--- src/adcrc_regs.svh ---
// register map, field positions and timing counts of the result coder
// What this block does
// saturation on: out-of-range result forced to extremes
// saturation off: code wraps (unipolar below range gives zero), flags decode it
// overrange flag derived digitally from result only
// bipolar codes, sign flag, wrap above full scale
// bipolar below range wraps down, both flags set
// unipolar codes, wrap above, zero below range
// chopping: reversed second conversion, results averaged
// chop: 42-cycle settle, then 163-cycle scaling
// no chopping: single sample, no reversal, no average
`ifndef ADCRC_REGS_SVH
`define ADCRC_REGS_SVH

// ============================================================
// register offsets
`define ADCRC_CTRL_OFS      8'h00
`define ADCRC_DATA_OFS      8'h04
`define ADCRC_CHSTAT_OFS    8'h08
`define ADCRC_IRQ_STAT_OFS  8'h0C
`define ADCRC_IRQ_MASK_OFS  8'h10

// ============================================================
// control fields
`define ADCRC_CTRL_SAT_BIT    0
`define ADCRC_CTRL_CHOP_BIT   1
`define ADCRC_CTRL_BIP_BIT    2
`define ADCRC_CTRL_START_BIT  3
`define ADCRC_CTRL_RESET      3'h0

// channel status fields
`define ADCRC_CHS_SIGN_BIT  0
`define ADCRC_CHS_OVR_BIT   1
`define ADCRC_CHS_BUSY_BIT  2

// interrupt status fields
`define ADCRC_IRQ_DONE_BIT  0
`define ADCRC_IRQ_OVR_BIT   1
`define ADCRC_IRQ_WIDTH     2

// ============================================================
// timing in master clock cycles
`define ADCRC_SETTLE1_CYC  8'h2B
`define ADCRC_SETTLE2_CYC  8'h2A
`define ADCRC_SCALE_CYC    8'hA3

// ============================================================
// code limits
`define ADCRC_CODE_MAX   16'hFFFF
`define ADCRC_CODE_MIN   16'h0000
`define ADCRC_BIP_OFFS   16'h8000

`endif

--- src/adcrc_pkg.sv ---
// types shared by the result coder modules
package adcrc_pkg;

  typedef enum logic [2:0] {
    ST_IDLE    = 3'b000,
    ST_SETTLE1 = 3'b001,
    ST_SAMPLE1 = 3'b010,
    ST_SETTLE2 = 3'b011,
    ST_SAMPLE2 = 3'b100,
    ST_SCALE   = 3'b101
  } adcrc_state_type;

  typedef logic signed [20:0] adcrc_value_type;

endpackage : adcrc_pkg

--- src/adcrc_fmt_if.sv ---
// carrier between the sequencer and the code formatter
`timescale 1ns/1ps
interface adcrc_fmt_if;
  import adcrc_pkg::*;
  logic            load;
  adcrc_value_type value;
  logic            bipolar;
  logic            saturate;
  logic [15:0]     code;
  logic            sign;
  logic            overrange_flag;

  modport seq (output load, value, bipolar, saturate,
               input code, sign, overrange_flag);
  modport fmt (input load, value, bipolar, saturate,
               output code, sign, overrange_flag);
endinterface : adcrc_fmt_if

--- src/adcrc_format.sv ---
// code formatter: range decode, wrap or saturate, sign and overrange
`timescale 1ns/1ps
`include "adcrc_regs.svh"
module adcrc_format
  import adcrc_pkg::*;
(
  // clock, reset and enable
  input  wire logic  clk,
  input  wire logic  rst_b,
  input  wire logic  ce,
  // formatter side
  adcrc_fmt_if.fmt   fi
);

  // ============================================================
  // range decode
  function automatic logic above_range(adcrc_value_type v, logic bip);
    above_range = bip ? (v > 21'sd32767) : (v > 21'sd65535);
  endfunction : above_range

  function automatic logic below_range(adcrc_value_type v, logic bip);
    below_range = bip ? (v < -21'sd32768) : (v < 21'sd0);
  endfunction : below_range

  logic        over_hi;
  logic        over_lo;
  logic [15:0] wrap_code;
  logic [15:0] next_code;
  logic        next_sign;

  always_comb begin
    over_hi   = above_range(fi.value, fi.bipolar);
    over_lo   = below_range(fi.value, fi.bipolar);
    wrap_code = fi.bipolar ? fi.value[15:0] + `ADCRC_BIP_OFFS
                           : fi.value[15:0];
    next_sign = fi.value < 21'sd0;
    if (fi.saturate && over_hi) begin
      next_code = `ADCRC_CODE_MAX;
    end else if (fi.saturate && over_lo) begin
      next_code = `ADCRC_CODE_MIN;
    end else if (!fi.bipolar && over_lo) begin
      next_code = `ADCRC_CODE_MIN;
    end else begin
      next_code = wrap_code;
    end
  end

  // ============================================================
  // data and status registers
  always_ff @(posedge clk) begin
    if (!rst_b) begin
      fi.code <= 16'h0000;
      fi.sign <= 1'b0;
      fi.overrange_flag  <= 1'b0;
    end else if (ce && fi.load) begin
      fi.code <= next_code;
      fi.sign <= next_sign;
      fi.overrange_flag  <= over_hi || over_lo;
    end
  end
endmodule : adcrc_format

--- src/adcrc_core.sv ---
// result coder top: APB registers, chop sequencer, interrupt
`timescale 1ns/1ps
`include "adcrc_regs.svh"
module adcrc_core
  import adcrc_pkg::*;
(
  // clock, reset, enable
  input  wire logic        CLK,
  input  wire logic        RST_B,
  input  wire logic        CE,
  // APB slave
  input  wire logic        PSEL,
  input  wire logic        PENABLE,
  input  wire logic        PWRITE,
  input  wire logic [7:0]  PADDR,
  input  wire logic [31:0] PWDATA,
  output logic [31:0]      PRDATA,
  output logic             PREADY,
  output logic             PSLVERR,
  // modulator and filter
  input  wire logic        MOD_VALID,
  input  wire logic [19:0] MOD_RESULT,
  output logic             MOD_RUN,
  output logic             CHOP_REVERSE,
  // interrupt
  output logic             IRQ
);

  adcrc_fmt_if fi ();

  adcrc_format u_format (
    .clk   (CLK),
    .rst_b (RST_B),
    .ce    (CE),
    .fi    (fi.fmt)
  );

  // ============================================================
  // bus decode
  adcrc_state_type state;
  adcrc_state_type next_state;
  logic [7:0]      cnt;
  logic [2:0]      ctrl;
  logic            start_req;
  logic [1:0]      irq_stat;
  logic [1:0]      irq_mask;
  logic            wr_en;
  logic            rd_en;
  logic            hit;
  logic signed [19:0] first_res;
  logic            done_evt;

  function automatic logic addr_hit(logic [7:0] a, logic [7:0] ofs);
    addr_hit = (a == ofs);
  endfunction : addr_hit

  always_comb begin
    hit = addr_hit(PADDR, `ADCRC_CTRL_OFS)
       || addr_hit(PADDR, `ADCRC_DATA_OFS)
       || addr_hit(PADDR, `ADCRC_CHSTAT_OFS)
       || addr_hit(PADDR, `ADCRC_IRQ_STAT_OFS)
       || addr_hit(PADDR, `ADCRC_IRQ_MASK_OFS);
    wr_en = CE && PSEL && PENABLE && PWRITE && hit;
    rd_en = PSEL && PENABLE && !PWRITE;
  end

  assign PREADY  = 1'b1;
  assign PSLVERR = PSEL && PENABLE && !hit;

  // ============================================================
  // control register
  always_ff @(posedge CLK) begin
    if (!RST_B) begin
      ctrl <= `ADCRC_CTRL_RESET;
    end else if (wr_en && addr_hit(PADDR, `ADCRC_CTRL_OFS)) begin
      ctrl <= PWDATA[2:0];
    end
  end

  always_comb begin
    start_req = wr_en && addr_hit(PADDR, `ADCRC_CTRL_OFS)
             && PWDATA[`ADCRC_CTRL_START_BIT] && state == ST_IDLE;
  end

  // ============================================================
  // conversion sequencer
  always_comb begin
    next_state = state;
    case (state)
      ST_IDLE: begin
        if (start_req) begin
          next_state = ST_SETTLE1;
        end
      end
      ST_SETTLE1: begin
        if (cnt == 8'h00) begin
          next_state = ST_SAMPLE1;
        end
      end
      ST_SAMPLE1: begin
        if (MOD_VALID) begin
          next_state = ctrl[`ADCRC_CTRL_CHOP_BIT] ? ST_SETTLE2
                                                  : ST_SCALE;
        end
      end
      ST_SETTLE2: begin
        if (cnt == 8'h00) begin
          next_state = ST_SAMPLE2;
        end
      end
      ST_SAMPLE2: begin
        if (MOD_VALID) begin
          next_state = ST_SCALE;
        end
      end
      ST_SCALE: begin
        if (cnt == 8'h00) begin
          next_state = ST_IDLE;
        end
      end
      default: begin
        next_state = ST_IDLE;
      end
    endcase
  end

  always_ff @(posedge CLK) begin
    if (!RST_B) begin
      state <= ST_IDLE;
    end else if (CE) begin
      state <= next_state;
    end
  end

  // phase length counter, loaded with length minus one on entry
  always_ff @(posedge CLK) begin
    if (!RST_B) begin
      cnt <= 8'h00;
    end else if (CE) begin
      if (state == ST_IDLE && start_req) begin
        cnt <= `ADCRC_SETTLE1_CYC - 8'h01;
      end else if (state == ST_SAMPLE1 && next_state == ST_SETTLE2) begin
        cnt <= `ADCRC_SETTLE2_CYC - 8'h01;
      end else if (next_state == ST_SCALE && state != ST_SCALE) begin
        cnt <= `ADCRC_SCALE_CYC - 8'h01;
      end else if (cnt != 8'h00) begin
        cnt <= cnt - 8'h01;
      end
    end
  end

  // ============================================================
  // sample capture and averaging
  always_ff @(posedge CLK) begin
    if (!RST_B) begin
      first_res <= 20'sh0_0000;
    end else if (CE && state == ST_SAMPLE1 && MOD_VALID) begin
      first_res <= MOD_RESULT;
    end
  end

  // reversed second sample carries the negated signal: halve the difference
  always_ff @(posedge CLK) begin
    if (!RST_B) begin
      fi.value <= '0;
    end else if (CE && state == ST_SAMPLE2 && MOD_VALID) begin
      fi.value <= (adcrc_value_type'(first_res)
                 - adcrc_value_type'($signed(MOD_RESULT))) >>> 1;
    end else if (CE && state == ST_SAMPLE1 && MOD_VALID
                 && !ctrl[`ADCRC_CTRL_CHOP_BIT]) begin
      fi.value <= adcrc_value_type'($signed(MOD_RESULT));
    end
  end

  always_comb begin
    done_evt    = CE && state == ST_SCALE && cnt == 8'h00;
    fi.load     = done_evt;
    fi.bipolar  = ctrl[`ADCRC_CTRL_BIP_BIT];
    fi.saturate = ctrl[`ADCRC_CTRL_SAT_BIT];
  end

  always_ff @(posedge CLK) begin
    if (!RST_B) begin
      MOD_RUN      <= 1'b0;
      CHOP_REVERSE <= 1'b0;
    end else if (CE) begin
      MOD_RUN      <= next_state == ST_SAMPLE1
                   || next_state == ST_SAMPLE2;
      CHOP_REVERSE <= next_state == ST_SETTLE2
                   || next_state == ST_SAMPLE2;
    end
  end

  // ============================================================
  // interrupt status, mask and output
  logic [1:0] irq_set;

  always_comb begin
    irq_set[`ADCRC_IRQ_DONE_BIT] = done_evt;
    irq_set[`ADCRC_IRQ_OVR_BIT]  = 1'b0;
  end

  // overrange event seen one cycle after the formatter has loaded
  logic load_d;
  always_ff @(posedge CLK) begin
    if (!RST_B) begin
      load_d <= 1'b0;
    end else if (CE) begin
      load_d <= done_evt;
    end
  end

  genvar gi;
  generate
    for (gi = 0; gi < `ADCRC_IRQ_WIDTH; gi = gi + 1) begin : g_irq
      logic ev;
      assign ev = (gi == `ADCRC_IRQ_OVR_BIT) ? (load_d && fi.overrange_flag)
                                             : irq_set[gi];
      // a set in the clearing cycle wins
      always_ff @(posedge CLK) begin
        if (!RST_B) begin
          irq_stat[gi] <= 1'b0;
        end else if (CE && ev) begin
          irq_stat[gi] <= 1'b1;
        end else if (wr_en && addr_hit(PADDR, `ADCRC_IRQ_STAT_OFS)
                     && PWDATA[gi]) begin
          irq_stat[gi] <= 1'b0;
        end
      end
    end
  endgenerate

  always_ff @(posedge CLK) begin
    if (!RST_B) begin
      irq_mask <= 2'h0;
    end else if (wr_en && addr_hit(PADDR, `ADCRC_IRQ_MASK_OFS)) begin
      irq_mask <= PWDATA[1:0];
    end
  end

  assign IRQ = |(irq_stat & irq_mask);

  // ============================================================
  // read mux
  always_comb begin
    PRDATA = 32'h0000_0000;
    if (rd_en) begin
      case (PADDR)
        `ADCRC_CTRL_OFS:     PRDATA = {29'h0000_0000, ctrl};
        `ADCRC_DATA_OFS:     PRDATA = {16'h0000, fi.code};
        `ADCRC_CHSTAT_OFS:   PRDATA = {29'h0000_0000,
                                       state != ST_IDLE, fi.overrange_flag,
                                       fi.sign};
        `ADCRC_IRQ_STAT_OFS: PRDATA = {30'h0000_0000, irq_stat};
        `ADCRC_IRQ_MASK_OFS: PRDATA = {30'h0000_0000, irq_mask};
        default:             PRDATA = 32'h0000_0000;
      endcase
    end
  end
endmodule : adcrc_core

--- config.mk ---
export PLATFORM = sky130hd
export DESIGN_NAME = adcrc_core
export DESIGN_NICKNAME = d
export VERILOG_FILES = /design/src/adcrc_pkg.sv /design/src/adcrc_fmt_if.sv /design/src/adcrc_format.sv /design/src/adcrc_core.sv
export VERILOG_INCLUDE_DIRS = /design/src
export SDC_FILE = /design/constraint.sdc
export NUM_CORES = 1
export LEC_CHECK = 0
export BUFFER_PORTS_ARGS = -buffer_cell sky130_fd_sc_hd__buf_2
export CAP_MARGIN = 40
export CORE_MARGIN = 5
export CORE_UTILIZATION = 60
export DETAILED_ROUTE_END_ITERATION = 10
export GPL_TIMING_DRIVEN = 1
export PLACE_DENSITY = 0.9
export SLEW_MARGIN = 40
export SYNTH_ARGS = -nofsm -noshare
export SYNTH_HDL_FRONTEND = slang
export SYNTH_SLANG_ARGS = --single-unit
--- constraint.sdc ---
create_clock -name CLK -period 9 [get_ports CLK]
set_input_delay 2.7 -clock CLK [delete_from_list [all_inputs] [get_ports CLK]]
set_output_delay 2.7 -clock CLK [all_outputs]
set_load 0.005 [all_outputs]
Yosys cells after proc, flatten, opt, wreduce, memory -nomap -nowiden
Index checks and enable logic that the tools add are counted.
{ "classes": {"n_addsub": 3, "order_cmp": 4, "eq_ne": 14, "muxes": 26, "bitwise": 1, "reduce_logical": 52} }
{ "ops": {"columns": ["operator", "n"], "rows": [
  ["$mux 16", 5],
  ["$pmux 16 s5", 1],
  ["$mux 21", 2],
  ["$mux 8", 4],
  ["$logic_and 1x1->1", 30],
  ["$gt 21x16->1 const B", 1],
  ["$gt 21x17->1 const B", 1],
  ["$lt 21x1->1 const B", 1],
  ["$lt 21x16->1 const B", 1],
  ["$mux 3", 7],
  ["$sub 20x20->21", 1],
  ["$pmux 3 s6", 1],
  ["$add 16x16->16 const B", 1],
  ["$eq 8x4->1 const B", 2],
  ["$logic_not 8->1", 2],
  ["$eq 3x2->1 const B", 4],
  ["$eq 3x3->1 const B", 4],
  ["$eq 8x3->1 const B", 1],
  ["$eq 8x5->1 const B", 1],
  ["$reduce_bool 8->1", 1],
  ["$sub 8x1->8 const B", 1],
  ["$logic_or 1x1->1", 7],
  ["$mux 1", 6],
  ["$reduce_bool 2->1", 3],
  ["other kinds (9)", 12]
]} }
{ "totals": {"ff_bits": 80, "input_bits": 67} }

Depth between registers and ports, before layout
{ "logic_depth": {"word_depth": 16, "mapped_depth": 9} }

Hierarchy
From an unflattened synthesis, not the netlist that was laid out.
{ "unflattened": {"hier_cells": 649, "hier_area_um2": 4998.5} }
{ "by_module_without_submodules": {"columns": ["mod", "n_inst", "cells_each", "area_per_inst_um2"], "rows": [
  ["adcrc_core", 1, 558, 4256.6],
  ["adcrc_format", 1, 91, 742.0]
]} }

Worst setup path after synthesis
No wires, ideal clock.
{ "synth_path": {"path_type": "input-to-output", "startpoint": "input PADDR[0]", "endpoint": "output PRDATA[10]", "arrival_time_ns": 4.092, "required_ns": 6.300, "slack_ns": 2.208, "stages": 5, "path_buffers": 1, "cell_sequence": "or4_4 > nor3_1 > and4b_1 > clkbuf_1 > and2_1"} }
{ "synth_between": {"elab_chain_len": 3} }
{ "synth_rtl": {"columns": ["element", "line", "text"], "rows": [
  ["start, declared", "adcrc_core.sv:15", "input wire logic [7:0] PADDR,"],
  ["$eq 8x5->1 (tied with other cells)", "adcrc_core.sv:248", "case (PADDR)"],
  ["$pmux 16 s5 (*)", "adcrc_core.sv:248", null],
  ["$mux 16 (*)", "adcrc_core.sv:247", "if (rd_en) begin"],
  ["end, declared", "adcrc_core.sv:17", "output logic [31:0] PRDATA,"]
]} }
Mark *: on every way between the ends. The rest lies on a longest branch, timed or not.

Worst setup path after layout
{ "layout_path": {"startpoint": "input PADDR[0]", "endpoint": "output PRDATA[11]"} }
The elaborated chain is that of the path after synthesis.

==> results by group <==
Outcome
  – Status: finished, final reports clean

Synthesis
  – XOR/XNOR Fraction of Synth Area: 1.61%
  – Top-area cell type share of the netlist area: 32.2%
  – Cells after Synth: 668
  – Post-synthesis compound-gate area fraction: 24.9%
  – Main combinational cell family by area after synthesis: compound AO/OA/AOI/OAI gates
  – Post-synthesis simple-gate area fraction: 24.4%
  – Post-Synth Adder-Cell Area: 5.76%
  – Post-synth top area cell: dfxtp_1
  – Synth Cell Area: 0.00491 mm^2
  – Ys async rst share: 0%
  – Multiplexer share of the synthesized area: 3.14%
  – Syn. warnings: 0
  – Synth Area per Inst: 7.35 um^2
  – Unique masters post-synth: 61
  – Number of flops mapped to enable cells by yosys: 0
  – Sequential element share of the synthesized area: 32.2%
  – Yosys reg bits: 79
  – Primary FF master, synth: dfxtp_1
  – Top cells by area, synth: dfxtp_1 (32%), a21oi_1 (8.3%), nand2_1 (6.3%)

Global route
  – First-pass GRT wire length: 20,500 um
  – Total Routing Usage GR: 24.6%
  – Total gr overflow: 0
  – Number of antenna violations at the first check in global routing: 0
  – Vias in the first global route: 4,514
  – Largest net degree at the start of global routing: 40

STA
  – Max Clk Rate: 137 MHz
  – RSZ-0062 raised after global routing: no
  – Max transition margin: 51.3%
  – Fin crit period: 7.29 ns
  – Worst-Margin Slew: 0.730 ns
  – Fin. max-slew vios: 0
  – Final setup violation count: 0
  – Fin crit share: 81.0%
  – Final Hold Vio Count: 0
  – Setup TNS: 0 ns
  – Post-Route Skew: 0.00669 ns

Die
  – Core area: 0.00809 mm^2
  – Die W: 100 um
  – Die H: 100 um
  – I/O pins: 104
  – Initial Utilization: 60.7%
  – Row count: 33
  – Die area: 0.0101 mm^2

Setup path
  – Critical path launch point type: primary input
  – CP Capture Type: output port
  – Worst-path fanout max: 13
  – CP required: 6.30 ns
  – Type of the worst setup path: primary input to output port
  – Arr. time, crit path: 4.59 ns
  – R2R cell count: 7

Detailed routing
  – DRC viols: 0
  – Wire length on met2: 6090 um
  – Antenna viol nets, final: 0
  – Met3 routed WL: 842 um
  – Top sig layer: met4
  – WL per Instance: 15.4 um
  – Via density: 6.01
  – WL final: 12,500 um
  – Wl on met1: 5190 um
  – DR pass1 iterations: 5
  – DR vias: 4,895
  – Initial DRC count: 356

Layout
  – N_diodes: 0
  – Share of cells above drive strength 1: 12.4%
  – Nets@finish: 794
  – Fin area: 0.00537 mm^2
  – Fillcell total: 716
  – Post-layout util: 66.3%
  – Area Growth Syn to Fin: 9.30%

Flow run
  – Max-cap violations: 0

CTS
  – CTS H-tree depth: 3
  – Clock Tree Root: clkbuf_8
  – CTS tree: built
  – CTS clk-pin slew, worst paths: 0.07 ns
  – CTS Hold Bufs: 0
  – CTS Buffer Depth: 2
  – Number of buffers created by CTS: 9
  – Post-CTS Setup Inserts: 0
  – CTS resizes: 0
  – Worst-Skew Late Latency: 0.35 ns
  – Clock Sinks: 79

Place
  – GP Congestion: 0.931
  – Placed inst area: 0.00516 mm^2
  – PortBufs: 58
  – Hpwl dp: 8910 um

Min path
  – Hold depth: 2
  – Hold Crit Class: flop to flop

Power
  – Power Dens Cells: 163 mW/mm^2
  – P_leak: 2.31 nW
  – Peak supply drop: 0.0915 mV
-- worst paths after layout --
path / startpoint / endpoint / slack (ns)
min: first_res[6]$_SDFFE_PN0P_ / first_res[6]$_SDFFE_PN0P_ / 0.46
min reg2reg: first_res[6]$_SDFFE_PN0P_ / first_res[6]$_SDFFE_PN0P_ / 0.46
max: PADDR[0] / PRDATA[11] / 1.71
max reg2reg: cnt[4]$_SDFFE_PN0P_ / u_format.fi.code[9]$_SDFFE_PN0P_ / 6.13
-- where the power goes --
| group | internal [mW] | switching, mW | leakage (nW) |
|---|---|---|---|
| sequential | 0.373 | 0.0241 | 0.639 |
| clock | 0.142 | 0.128 | 0.0985 |
| combinational | 0.0836 | 0.126 | 1.57 |
| total | 0.599 | 0.278 | 2.31 |
-- routing by layer --
| metal | global-route usage (%) | vias to the layer above |
|---|---|---|
| li1 | - | 2398 |
| met1 | 29.7 | 2271 |
| met2 | 42.7 | 187 |
| met3 | 4.38 | 39 |
| met4 | 11.0 | 0 |
| met5 | 0 | - |
-- per-stage QoR --
stage          setup WS, ns  power [mW]  std cells  hold slack [ns]
2_1_floorplan          2.21       0.564        683            0.437
3_3_place_gp           1.74       0.594        798            0.443
3_5_place_dp           1.73       0.609        799            0.451
4_1_cts                1.73       0.873        814            0.462
5_1_grt                1.51       0.923        814            0.488
6_report               1.71       0.877        814            0.462
-- final cells by class --
type                       count  area [um^2]  area share [%]
inverter                      29          109            2.03
clock buffer                  12          155            2.89
timing repair buffer          64          339            6.32
clock inverter                 3         42.5           0.793
tap                          105          131            2.45
sequential                    79         1580            29.5
multi-input combinational    522         3010            56.0
-- cells by family (layout without fill, tap and decap cells) --
group / Yosys count / in the layout
compound gates: 207 / 207
xor+xnor: 9 / 9
fa+ha+maj: 22 / 22
buf+inv: 82 / 108
flops: 79 / 79
mux: 15 / 15
other cells: 2 / 17
simple gates: 252 / 252
-- cell usage after synthesis (2+ instances only) --
cell / count
nor2_1: 71
buf_2: 2
a22o_1: 2
o21ai_1: 4
and3_1: 5
a311oi_1: 3
nor2b_1: 12
mux2_2: 3
mux2i_1: 12
ha_1: 21
a2111oi_0: 3
clkbuf_1: 32
inv_1: 28
a211oi_1: 19
o31a_1: 2
or3_1: 7
nor3_1: 10
xnor2_1: 5
and4_1: 3
a41oi_1: 2
xor2_1: 4
nor4_1: 5
buf_4: 17
nand2_1: 82
o21a_1: 4
o211ai_1: 5
nand4_1: 6
a31oi_1: 4
nand2b_1: 7
o21ai_0: 59
a21oi_1: 81
or4_4: 2
or2_2: 2
nor3b_1: 4
a21o_1: 7
and2_1: 15
nand3_1: 15
dfxtp_1: 79
conb_1: 2
-- critical path: stages --
cell,delay (ns)
buf_2,0.10
or4_4,0.53
nor3_1,0.31
and4b_1,0.60
and2_1,0.23
buf_2,0.12
-- sequential cells by signal, indices dropped and copies added, names as in the netlist, 2 cells and up --
register and flops:
cnt 8, ctrl 3, fi.value 20, first_res 20, irq_mask 2, irq_stat 2, state 3, u_format.fi.code 16
-- cells in the final DEF, fill, tap and decap left out, types with 15 or more instances in the layout --
master and n:
a211oi_1 19, a21oi_1 81, and2_1 15, buf_2 58, conb_1 17, dfxtp_1 79, ha_1 21, inv_1 28
nand2_1 82, nor2_1 71, o21ai_0 59
Note: power is estimated with default switching activity, not from simulation.
